$ cat src/rtl/gpm_pkg.sv
// Package: register map, field layout and carriers for the pin output mux
package gpm_pkg;
  // Register indices as printed; byte address is four times the index
  localparam logic [7:0] GPM_CTRL_INDEX = 8'h13;
  localparam logic [7:0] GPM_AUX_INDEX = 8'h20;
  localparam logic [7:0] GPM_STAT_INDEX = 8'h21;
  localparam logic [31:0] GPM_CTRL_ADDR = {22'h0, GPM_CTRL_INDEX, 2'h0};
  localparam logic [31:0] GPM_AUX_ADDR = {22'h0, GPM_AUX_INDEX, 2'h0};
  localparam logic [31:0] GPM_STAT_ADDR = {22'h0, GPM_STAT_INDEX, 2'h0};
  // Control field positions
  localparam int GPM_EN_BIT = 0;
  localparam int GPM_VAL_BIT = 1;
  localparam int GPM_SRC_LSB = 2;
  localparam int GPM_SEL_LSB = 5;
  localparam logic [7:0] GPM_CTRL_RESET = 8'h00;
  localparam logic [0:0] GPM_AUX_RESET = 1'h0;
  // Source codes
  localparam logic [2:0] GPM_SRC_STATUS = 3'h4;
  localparam logic [2:0] GPM_SRC_RSVD = 3'h5;
  // AXI responses
  localparam logic [1:0] GPM_RESP_OKAY = 2'h0;
  localparam logic [1:0] GPM_RESP_DECERR = 2'h3;

  // One receive port's indications
  typedef struct packed {
    logic lock;
    logic pass;
    logic frame_valid;
    logic line_valid;
    logic [3:0] remote_pin;
  } gpm_rx_status_t;

  // One transmit port's indications
  typedef struct packed {
    logic frame_valid;
    logic line_valid;
    logic synchronized;
    logic [3:0] rx_selected;
  } gpm_tx_status_t;
endpackage

$ cat src/rtl/gpm_pin_output_mux.sv
// Output control and source mux for general-purpose pin 3, AXI4-Lite slave
//
// The AXI4-Lite slave port was chosen for this implementation.
`timescale 1ns/1ns
`default_nettype none
module gpm_pin_output_mux #(
  parameter int RX_PORTS = 4,
  parameter int TX_PORTS = 2
) (
  input wire logic aclk,
  input wire logic aresetn,
  input wire logic [31:0] s_axi_awaddr,
  input wire logic s_axi_awvalid,
  output logic s_axi_awready,
  input wire logic [31:0] s_axi_wdata,
  input wire logic [3:0] s_axi_wstrb,
  input wire logic s_axi_wvalid,
  output logic s_axi_wready,
  output logic [1:0] s_axi_bresp,
  output logic s_axi_bvalid,
  input wire logic s_axi_bready,
  input wire logic [31:0] s_axi_araddr,
  input wire logic s_axi_arvalid,
  output logic s_axi_arready,
  output logic [31:0] s_axi_rdata,
  output logic [1:0] s_axi_rresp,
  output logic s_axi_rvalid,
  input wire logic s_axi_rready,
  input wire gpm_pkg::gpm_rx_status_t [RX_PORTS-1:0] rx_status,
  input wire logic [RX_PORTS-1:0] rx_port_enable,
  input wire gpm_pkg::gpm_tx_status_t [TX_PORTS-1:0] tx_status,
  input wire logic device_frame_valid,
  input wire logic pin0_local_value,
  output logic pin3_out,
  output logic pin3_oe_n
);
  import gpm_pkg::*;

  logic [7:0] pin3_output_control;
  logic pin3_local_mode;
  logic [31:0] aw_addr;
  logic aw_held;
  logic [31:0] w_data;
  logic [3:0] w_strb;
  logic w_held;
  logic wr_fire;
  logic next_pin3_out;
  logic pin3_drive_enable;
  logic pin3_local_value;
  logic [2:0] pin3_source_select;
  logic [2:0] pin3_signal_select;

  assign pin3_drive_enable = pin3_output_control[GPM_EN_BIT];
  assign pin3_local_value = pin3_output_control[GPM_VAL_BIT];
  assign pin3_source_select = pin3_output_control[GPM_SRC_LSB +: 3];
  assign pin3_signal_select = pin3_output_control[GPM_SEL_LSB +: 3];
  assign wr_fire = aw_held && w_held && !s_axi_bvalid;

  // Signal chosen for the pin from source and select codes
  function automatic logic pick(input logic [2:0] src, input logic [2:0] sel,
                                input gpm_rx_status_t [RX_PORTS-1:0] rx,
                                input logic [RX_PORTS-1:0] rx_en,
                                input gpm_tx_status_t [TX_PORTS-1:0] tx,
                                input logic dev_fv, input logic p0_val);
    gpm_rx_status_t r;
    gpm_tx_status_t t;
    logic any_lock;
    logic all_pass;
    logic sel_and;
    logic sel_or;
    r = rx[src[1:0]];
    t = tx[src[0]];
    any_lock = 1'b0;
    all_pass = 1'b1;
    sel_and = 1'b1;
    sel_or = 1'b0;
    for (int i = 0; i < RX_PORTS; i++) begin
      if (rx_en[i]) begin
        any_lock = any_lock | rx[i].lock;
        all_pass = all_pass & rx[i].pass;
      end
      if (t.rx_selected[i]) begin
        sel_and = sel_and & rx[i].pass;
        sel_or = sel_or | rx[i].pass;
      end
    end
    pick = 1'b0;
    if (!src[2]) begin
      // Receive port source
      case (sel)
        3'h0, 3'h1, 3'h2, 3'h3: pick = r.remote_pin[sel[1:0]];
        3'h4: pick = r.lock;
        3'h5: pick = r.pass;
        3'h6: pick = r.frame_valid;
        3'h7: pick = r.line_valid;
        default: pick = 1'b0;
      endcase
    end else if (src == GPM_SRC_STATUS) begin
      // Device status source
      case (sel)
        3'h0: pick = p0_val;
        3'h1: pick = any_lock;
        3'h2, 3'h3: pick = all_pass;
        3'h4: pick = dev_fv;
        default: pick = 1'b0;
      endcase
    end else if (src != GPM_SRC_RSVD) begin
      // Transmit port source
      case (sel)
        3'h0: pick = sel_and;
        3'h1: pick = sel_or;
        3'h2: pick = t.frame_valid;
        3'h3: pick = t.line_valid;
        3'h4: pick = t.synchronized;
        default: pick = 1'b0;
      endcase
    end
    // Reserved source 101 falls through as low; software must avoid it
    return pick;
  endfunction

  // Local mode overrides the mux so software can bit-bang the pin
  always_comb begin
    if (pin3_local_mode) begin
      next_pin3_out = pin3_local_value;
    end else begin
      next_pin3_out = pick(pin3_source_select, pin3_signal_select, rx_status, rx_port_enable,
                           tx_status, device_frame_valid, pin0_local_value);
    end
  end

  ////////////////////////////////////////////////////////////////////////////
  // Pin drivers, registered so the pin never glitches through the mux
  always_ff @(posedge aclk) begin
    if (!aresetn) begin
      pin3_out <= 1'b0;
      pin3_oe_n <= 1'b1;
    end else begin
      pin3_out <= next_pin3_out;
      pin3_oe_n <= !pin3_drive_enable;
    end
  end

  ////////////////////////////////////////////////////////////////////////////
  // Write address channel: one outstanding write at a time
  always_ff @(posedge aclk) begin
    if (!aresetn) begin
      aw_held <= 1'b0;
      aw_addr <= 32'h0;
      s_axi_awready <= 1'b1;
    end else if (s_axi_awvalid && s_axi_awready) begin
      aw_held <= 1'b1;
      aw_addr <= s_axi_awaddr;
      s_axi_awready <= 1'b0;
    end else if (wr_fire) begin
      aw_held <= 1'b0;
    end else if (s_axi_bvalid && s_axi_bready) begin
      s_axi_awready <= 1'b1;
    end
  end

  // Write data channel, taken independently of the address
  always_ff @(posedge aclk) begin
    if (!aresetn) begin
      w_held <= 1'b0;
      w_data <= 32'h0;
      w_strb <= 4'h0;
      s_axi_wready <= 1'b1;
    end else if (s_axi_wvalid && s_axi_wready) begin
      w_held <= 1'b1;
      w_data <= s_axi_wdata;
      w_strb <= s_axi_wstrb;
      s_axi_wready <= 1'b0;
    end else if (wr_fire) begin
      w_held <= 1'b0;
    end else if (s_axi_bvalid && s_axi_bready) begin
      s_axi_wready <= 1'b1;
    end
  end

  // Register update; only byte lane 0 carries the 8-bit control
  always_ff @(posedge aclk) begin
    if (!aresetn) begin
      pin3_output_control <= GPM_CTRL_RESET;
      pin3_local_mode <= GPM_AUX_RESET;
    end else if (wr_fire && w_strb[0]) begin
      if (aw_addr == GPM_CTRL_ADDR) begin
        pin3_output_control <= w_data[7:0];
      end
      if (aw_addr == GPM_AUX_ADDR) begin
        pin3_local_mode <= w_data[0];
      end
    end
  end

  // Write response follows both halves
  always_ff @(posedge aclk) begin
    if (!aresetn) begin
      s_axi_bvalid <= 1'b0;
      s_axi_bresp <= GPM_RESP_OKAY;
    end else if (wr_fire) begin
      s_axi_bvalid <= 1'b1;
      s_axi_bresp <= (aw_addr == GPM_CTRL_ADDR || aw_addr == GPM_AUX_ADDR) ? GPM_RESP_OKAY : GPM_RESP_DECERR;
    end else if (s_axi_bready) begin
      s_axi_bvalid <= 1'b0;
    end
  end

  ////////////////////////////////////////////////////////////////////////////
  // Read channel: answer one cycle after the address is taken
  always_ff @(posedge aclk) begin
    if (!aresetn) begin
      s_axi_arready <= 1'b1;
      s_axi_rvalid <= 1'b0;
      s_axi_rdata <= 32'h0;
      s_axi_rresp <= GPM_RESP_OKAY;
    end else if (s_axi_arvalid && s_axi_arready) begin
      s_axi_arready <= 1'b0;
      s_axi_rvalid <= 1'b1;
      s_axi_rresp <= GPM_RESP_OKAY;
      if (s_axi_araddr == GPM_CTRL_ADDR) begin
        s_axi_rdata <= {24'h0, pin3_output_control};
      end else if (s_axi_araddr == GPM_AUX_ADDR) begin
        s_axi_rdata <= {31'h0, pin3_local_mode};
      end else if (s_axi_araddr == GPM_STAT_ADDR) begin
        s_axi_rdata <= {30'h0, !pin3_oe_n, pin3_out}; // Live pin state
      end else begin
        s_axi_rdata <= 32'h0;
        s_axi_rresp <= GPM_RESP_DECERR;
      end
    end else if (s_axi_rvalid && s_axi_rready) begin
      s_axi_rvalid <= 1'b0;
      s_axi_arready <= 1'b1;
    end
  end

  ////////////////////////////////////////////////////////////////////////////
  // Checks on the driven pin and register
  // The pin is registered, so each check but AST_RESET_ZERO looks one cycle after its cause
  AST_DRIVE_EN: assert property (@(posedge aclk) disable iff (!aresetn)
    pin3_oe_n == !$past(pin3_drive_enable)) else $error("pin enable does not follow bit 0");
  AST_LOCAL_VAL: assert property (@(posedge aclk) disable iff (!aresetn)
    $past(pin3_local_mode) |-> pin3_out == $past(pin3_local_value)) else $error("local value not on pin");
  AST_RX_REMOTE: assert property (@(posedge aclk) disable iff (!aresetn)
    (!pin3_local_mode && !pin3_source_select[2] && !pin3_signal_select[2])
    |=> pin3_out == $past(rx_status[pin3_source_select[1:0]].remote_pin[pin3_signal_select[1:0]]))
    else $error("remote pin value not routed");
  AST_RX_LOCK: assert property (@(posedge aclk) disable iff (!aresetn)
    (!pin3_local_mode && !pin3_source_select[2] && pin3_signal_select == 3'h4)
    |=> pin3_out == $past(rx_status[pin3_source_select[1:0]].lock)) else $error("lock not routed");
  AST_RX_PASS: assert property (@(posedge aclk) disable iff (!aresetn)
    (!pin3_local_mode && !pin3_source_select[2] && pin3_signal_select == 3'h5)
    |=> pin3_out == $past(rx_status[pin3_source_select[1:0]].pass)) else $error("pass not routed");
  AST_STAT_P0: assert property (@(posedge aclk) disable iff (!aresetn)
    (!pin3_local_mode && pin3_source_select == GPM_SRC_STATUS && pin3_signal_select == 3'h0)
    |=> pin3_out == $past(pin0_local_value)) else $error("pin 0 value not routed");
  AST_STAT_LOCK: assert property (@(posedge aclk) disable iff (!aresetn)
    (!pin3_local_mode && pin3_source_select == GPM_SRC_STATUS && pin3_signal_select == 3'h1)
    |=> pin3_out == $past(|(rx_port_enable & {rx_status[3].lock, rx_status[2].lock,
                                              rx_status[1].lock, rx_status[0].lock})))
    else $error("lock OR wrong");
  AST_STAT_PASS: assert property (@(posedge aclk) disable iff (!aresetn)
    (!pin3_local_mode && pin3_source_select == GPM_SRC_STATUS && pin3_signal_select[2:1] == 2'h1)
    |=> pin3_out == $past(&(~rx_port_enable | {rx_status[3].pass, rx_status[2].pass,
                                               rx_status[1].pass, rx_status[0].pass})))
    else $error("pass AND wrong");
  AST_STAT_FV: assert property (@(posedge aclk) disable iff (!aresetn)
    (!pin3_local_mode && pin3_source_select == GPM_SRC_STATUS && pin3_signal_select == 3'h4)
    |=> pin3_out == $past(device_frame_valid)) else $error("device frame valid not routed");
  AST_TX_PASS_AND: assert property (@(posedge aclk) disable iff (!aresetn)
    (!pin3_local_mode && pin3_source_select[2:1] == 2'h3 && pin3_signal_select == 3'h0)
    |=> pin3_out == $past(&(~tx_status[pin3_source_select[0]].rx_selected | {rx_status[3].pass,
        rx_status[2].pass, rx_status[1].pass, rx_status[0].pass}))) else $error("tx pass AND wrong");
  AST_TX_PASS_OR: assert property (@(posedge aclk) disable iff (!aresetn)
    (!pin3_local_mode && pin3_source_select[2:1] == 2'h3 && pin3_signal_select == 3'h1)
    |=> pin3_out == $past(|(tx_status[pin3_source_select[0]].rx_selected & {rx_status[3].pass,
        rx_status[2].pass, rx_status[1].pass, rx_status[0].pass}))) else $error("tx pass OR wrong");
  AST_TX_FRAME: assert property (@(posedge aclk) disable iff (!aresetn)
    (!pin3_local_mode && pin3_source_select[2:1] == 2'h3 && pin3_signal_select == 3'h2)
    |=> pin3_out == $past(tx_status[pin3_source_select[0]].frame_valid)) else $error("tx frame not routed");
  AST_TX_LINE: assert property (@(posedge aclk) disable iff (!aresetn)
    (!pin3_local_mode && pin3_source_select[2:1] == 2'h3 && pin3_signal_select == 3'h3)
    |=> pin3_out == $past(tx_status[pin3_source_select[0]].line_valid)) else $error("tx line not routed");
  AST_TX_SYNC: assert property (@(posedge aclk) disable iff (!aresetn)
    (!pin3_local_mode && pin3_source_select[2:1] == 2'h3 && pin3_signal_select == 3'h4)
    |=> pin3_out == $past(tx_status[pin3_source_select[0]].synchronized)) else $error("sync not routed");
  AST_UNDEF_LOW: assert property (@(posedge aclk) disable iff (!aresetn)
    (!pin3_local_mode && pin3_source_select[2]
     && (pin3_signal_select > 3'h4 || pin3_source_select == GPM_SRC_RSVD))
    |=> !pin3_out) else $error("undefined code not low");
  AST_CTRL_WRITE: assert property (@(posedge aclk) disable iff (!aresetn)
    (wr_fire && w_strb[0] && aw_addr == GPM_CTRL_ADDR) |=> pin3_output_control == $past(w_data[7:0])
    && s_axi_bvalid) else $error("control write lost");
  AST_RESET_ZERO: assert property (@(posedge aclk)
    $rose(aresetn) |-> pin3_output_control == GPM_CTRL_RESET && pin3_oe_n)
    else $error("control not zero after reset");
endmodule
`default_nettype wire

$ cat config.mk
export PLATFORM = sky130hd
export DESIGN_NAME = gpm_pin_output_mux
export DESIGN_NICKNAME = d
export VERILOG_FILES = /design/src/rtl/gpm_pkg.sv /design/src/rtl/gpm_pin_output_mux.sv
export SDC_FILE = /design/constraint.sdc
export NUM_CORES = 1
export LEC_CHECK = 0
export BUFFER_PORTS_ARGS = -buffer_cell sky130_fd_sc_hd__buf_2
export CAP_MARGIN = 20
export CORE_MARGIN = 3
export CORE_UTILIZATION = 30
export CTS_CLUSTER_SIZE = 16
export DETAILED_ROUTE_END_ITERATION = 6
export PLACE_DENSITY = 0.63
export SLEW_MARGIN = 20
export SYNTH_ARGS = -nofsm -noshare
export SYNTH_HDL_FRONTEND = slang
export SYNTH_SLANG_ARGS = --single-unit
$ cat constraint.sdc
create_clock -name aclk -period 1.7 [get_ports aclk]
set_clock_uncertainty 0.05 [all_clocks]
set_input_delay 0.34 -clock aclk [delete_from_list [all_inputs] [get_ports aclk]]
set_output_delay 0.34 -clock aclk [all_outputs]
set_load 0.01 [all_outputs]
Word level (Yosys, flattened, before mapping)
Cells that the tools add are included.

cells by class
  add/sub/neg operators = 0
  multipliers = 0
  div/mod/pow operators = 0
  magnitude comparators = 3
  eq/ne operators = 16
  shift operators = 0
  multiplexer cells = 61
  bitwise gates (word level) = 12
  reduce and logical (&&, ||, !) cells = 25

operators with widths
  kind                 number
  $eq 32x8->1 const B  3
  $eq 32x7->1 const B  2
  $mux 1               46
  $bmux 8 s2           1
  $mux 8               2
  $eq 3x3->1 const B   5
  $mux 7               2
  $mux 2               6
  $reduce_bool 2->1    6
  $pmux 1 s5           2
  $logic_and 1x1->1    8
  $reduce_and 2->1     4
  $and 1x1->1          6
  $eq 3x2->1 const B   2
  $lt 2x3->1 const B   2
  $or 1x1->1           6
  $ne 2x1->1 const B   2
  $pmux 1 s4           1
  $reduce_or 4->1      1
  $eq 3x1->1 const B   1
  $logic_not 1->1      3
  $logic_not 3->1      1
  $ne 3x3->1 const B   1
  $bmux 1 s2           1
  3 further kinds      3

word-level totals
  register bits after elaboration = 95
  bits in latches = 0
  memory bits (writable) = 0
  ROM bits = 0
  input port bits = 159
  output and inout port bits = 43
  logic and storage cells = 134
  memories kept = 0

Longest topological paths before layout
  depth after elaboration = 17
  depth in mapped cells = 8
  depth with buffers taken out = 6

Worst setup path before layout
No wires, ideal clock.

  kind = reg-to-reg
  start = register pin3_output_control[2]
  end = register pin3_out
  setup time = 117 ps
  arrival = 1,587 ps
  data required time = 1,533 ps
  slack = -54 ps
  cell stages (with the launch flop) = 6
  path buffers = 1
  clock period less this slack = 1,754 ps
  path through = dfxtp_1 buf_2 mux4_2 a311oi_1 nand2_1 a32o_1

between the ends
  longest elaborated chain between the ends = 17
  elaborated cells on any way between the ends = 34
  those cells by class = 2 x eq/ne; 26 x mux; 6 x bitwise

RTL lines
  element                                    line                                                source
  from (decl)                                gpm_pin_output_mux.sv:39                            logic [7:0] pin3_output_control;
  from (signal assigned)                     gpm_pin_output_mux.sv:188                           pin3_output_control <= w_data[7:0];
  $mux 7 (not written as such) (2 in a row)  gpm_pin_output_mux.sv:72                            t = tx[src[0]];
  $mux 1                                     gpm_pin_output_mux.sv:82                            if (t.rx_selected[i]) begin
  $mux 1                                     gpm_pin_output_mux.sv:124                           if (pin3_local_mode) begin
  $or 1x1->1 or $and 1x1->1 (tied branches)  gpm_pin_output_mux.sv:84, gpm_pin_output_mux.sv:83
  $mux 1                                     gpm_pin_output_mux.sv:82
  $mux 1                                     gpm_pin_output_mux.sv:124
  $or 1x1->1 or $and 1x1->1 (tied branches)  gpm_pin_output_mux.sv:84, gpm_pin_output_mux.sv:83
  $mux 1                                     gpm_pin_output_mux.sv:82
  $mux 1                                     gpm_pin_output_mux.sv:124
  $or 1x1->1 or $and 1x1->1 (tied branches)  gpm_pin_output_mux.sv:84, gpm_pin_output_mux.sv:83
  $mux 1                                     gpm_pin_output_mux.sv:82
  $pmux 1 s5                                 gpm_pin_output_mux.sv:109                           case (sel)
  $mux 1                                     gpm_pin_output_mux.sv:107                           end else if (src != GPM_SRC_RSVD) begin
  $mux 1                                     gpm_pin_output_mux.sv:98                            end else if (src == GPM_SRC_STATUS) begin
  $mux 1 (*)                                 gpm_pin_output_mux.sv:88                            if (!src[2]) begin
  $mux 1 (*)                                 gpm_pin_output_mux.sv:124
  to (signal assigned)                       gpm_pin_output_mux.sv:139                           pin3_out <= next_pin3_out;
  to (decl)                                  gpm_pin_output_mux.sv:34                            output logic pin3_out,

Mark *: on every way between the ends. The rest lies on a longest branch, timed or not. The select of a mux whose other input is x is not followed.
A chain may end at the register's enable or synchronous reset.

Worst setup path in the final report
  start = register pin3_output_control[3]
  end = register pin3_out

between the ends
  longest elaborated chain between the ends = 7
  elaborated cells on any way between the ends = 11
  those cells by class = 2 x eq/ne; 9 x mux

RTL lines
  element                       line                       source
  $bmux 8 s2                    gpm_pin_output_mux.sv:71   r = rx[src[1:0]];
  $mux 8 (not written as such)  gpm_pin_output_mux.sv:71
  $bmux 1 s2                    gpm_pin_output_mux.sv:91   3'h0, 3'h1, 3'h2, 3'h3: pick = r.remote_pin[sel[1:0]];
  $mux 1 (not written as such)  gpm_pin_output_mux.sv:91
  $pmux 1 s5                    gpm_pin_output_mux.sv:90   case (sel)
  $mux 1 (*)                    gpm_pin_output_mux.sv:88
  $mux 1 (*)                    gpm_pin_output_mux.sv:124

Marked as above.

==> results.md <==
* DR WL met3 at 705 um
* Final Hold Slack at ~0.21 ns
* CP Capture Type: register
* Chip height at ~110 um
* #FFs+latches synth at 69
* CTS clk-pin slew, worst paths at roughly 0.06 ns
* Post-DP Area at around 4400 um^2
* Post-route DRC at 0
* Post-synth EDFFs at 0
* Pwr Density at slightly below 900 nW/um^2
* Fmax at 575 MHz
* Synthesis-to-finish area growth at 37.1%
* Final worst slack at -0.0387 ns
* Clock Sinks at a little under 70
* Main area contributors after synthesis: dfxtp_1 39%, nand2_1 9.6%, a21boi_0 9.2%
* CTS Buffer Depth at 2
* Final Util at 43.3%
* DR top layer: met4
* Hold Path Class: input port to register
* Final period util at 102%
* DR WL/cell at between 10 and 15 um
* Tot Pwr at 4.30 mW
* Overall die width at 114 um
* Mapped Cells at slightly above 400
* Syn avg cell area at a little under 9 um^2
* Leakage at 2.07 nW
* Outcome: finished with violations
* DIE AREA at between 10,000 and 15,000 um^2
* CP max stage cell: dfxtp_1
* First-pass GRT wire length at approximately 14,000 um
* MaxCap Viol Count at 0
* Peak supply drop at 471 uV
* DP Worst Slack at -0.229 ns
* Row count at 38
* Slew Viols, Final at 0
* Mapped Area at roughly 3500 um^2
* Type of element launching the critical path: register
* Crit path time final at 1.74 ns
* Detailed Place HPWL at 7360 um
* GRT Total Usage at between 10% and 20%
* Critical-path maximum fanout at 4
* Required time of the critical path at between 1.5 and 2 ns
* Synth unique cells at 46
* Initial antenna violation count at 0
* GRT Residual Overflow at 0
* Dpl cells at between 600 and 700
* Routed wl met2 at around 4800 um
* Initial Utilization at a little under a third
* First drt pass iteration count at 4
* Top-area cell type share of the netlist area at between 30% and 40%
* WL met1 at approximately 3900 um
* Final ANT Viol Nets at 0
* Synth area leader: dfxtp_1
* Failing checks: setup timing
* Final setup viols at 9
* Final wirelength at approximately 9500 um
* Share of cells above drive strength 1 at 38.2%
* Clk Latency, worst-skew pair at about 0.32 ns
* Vias in the first global route at between 3,000 and 4,000
* GP Congestion at between 0.7 and 0.8
* RSZ-0062 raised after global routing: true
* CP max stage delay at approximately 0.42 ns
* Sequential share of the synthesized area at between 30% and 40%
* Inserted Clock Buffers at 9
* CP Class: register to register
* Ys Warns at 0
* Core Footprint at approximately 11,000 um^2
* DRT iter0 DRCs at 115
* Critical Path, Cell by Cell: buf_4 -> mux2_2 -> a311oi_1 -> nand3_1 -> a32o_1
* Async SR Flop Fraction at 0%
* CTS tree: done
* Routed vias at about 3,400
* Setup TNS at -0.158 ns
* Most frequent cell after synthesis: nand2_1
* Ys flop type: dfxtp_1
* H-tree Lvls at 3
* IO Count at just over 200
* Ant. Diodes at 0
* Largest net degree at the start of global routing at 57
* Root Buffer: clkbuf_16
* Via density at 4.77
* Layout net count at 720
* Design Area, Final at a little under 5000 um^2
* Top cells by count, synth: 90 x nand2_1, 69 x dfxtp_1, 43 x a21boi_0, 27 x buf_4, 20 x nor2b_1
* Critical Path AT at 1.90 ns
* PortBufs at 150
* Post-Layout Cell Count at ~700
* Final hold viol count at 0
[what timing repair did]
item                                    4_1_cts  5_1_grt
hold buffers                                  0        0
setup buffers                                 1        0
gates resized for setup                       9        6
cloned                                        0        0
pin swaps                                    12        1
endpoints found under the setup margin       10       10
[placed cells by master, fill, tap and decap left out, types with 8 or more instances in the layout]
cell       count
conb_1        24
a22oi_1       10
dfxtp_1       65
o21ai_0        8
nor2_1         8
a21oi_1        8
a21boi_0      43
mux2i_1       16
nor2b_1       20
buf_2        150
clkbuf_16      9
buf_4         19
nand2_1       90
[final cells by class]
class	instances	area, um^2
fill	1121	6310
multi-input combinational	304	1970
sequential	69	1390
timing repair buffer	171	933
clock buffer	9	225
tap	140	175
clock inverter	7	105
inverter	6	22.5
[layer usage]
layer	vias up	track usage (%)
met5	-	0
met4	0	3.96
met3	11	4.28
met2	131	24.0
met1	1541	16.2
li1	1685	-
[report_power, final]
part           switching (mW)  internal, mW
clock network           0.736          1.31
registers              0.0575          1.70
logic                   0.245         0.255
total                    1.04          3.26
[state kept, by name (all words and copies together), names as in the netlist, 8 cells and up]
| signal | cells |
|---|---|
| pin3_output_control | 8 |
| w_data | 8 |
| s_axi_rdata | 8 |
| aw_addr | 32 |
[cell families (layout without fill, tap and decap cells)]
logic type             after synthesis  count (layout)  share of synthesized area [%]
other                                1              24                          0.107
buffers and inverters               56             193                           9.05
flip-flops                          69              69                           39.3
AND/OR/NAND/NOR                    169             169                           24.0
multiplexers                        26              26                           10.0
AO/OA/AOI/OAI                       85              85                           17.5
[path summary, 6_finish.rpt]
check                    startpoint          end  slack [ns]  depth (start not counted)
min reg2reg  pin3_output_control[0]    pin3_oe_n        0.37                          1
max          pin3_output_control[3]     pin3_out       -0.04                          5
max reg2reg  pin3_output_control[3]     pin3_out       -0.04                          5
min                s_axi_awaddr[28]  aw_addr[28]        0.21                          3
[worst max-delay path: cells and delay by family (launching register included)]
family                 cells  cell delay [ns]
AOI/OAI and AO/OA          2             0.54
and+or+nand+nor            1             0.12
DFF                        1             0.42
muxes                      1             0.33
buffers and inverters      1             0.17
(Power assumes the default switching activity.)
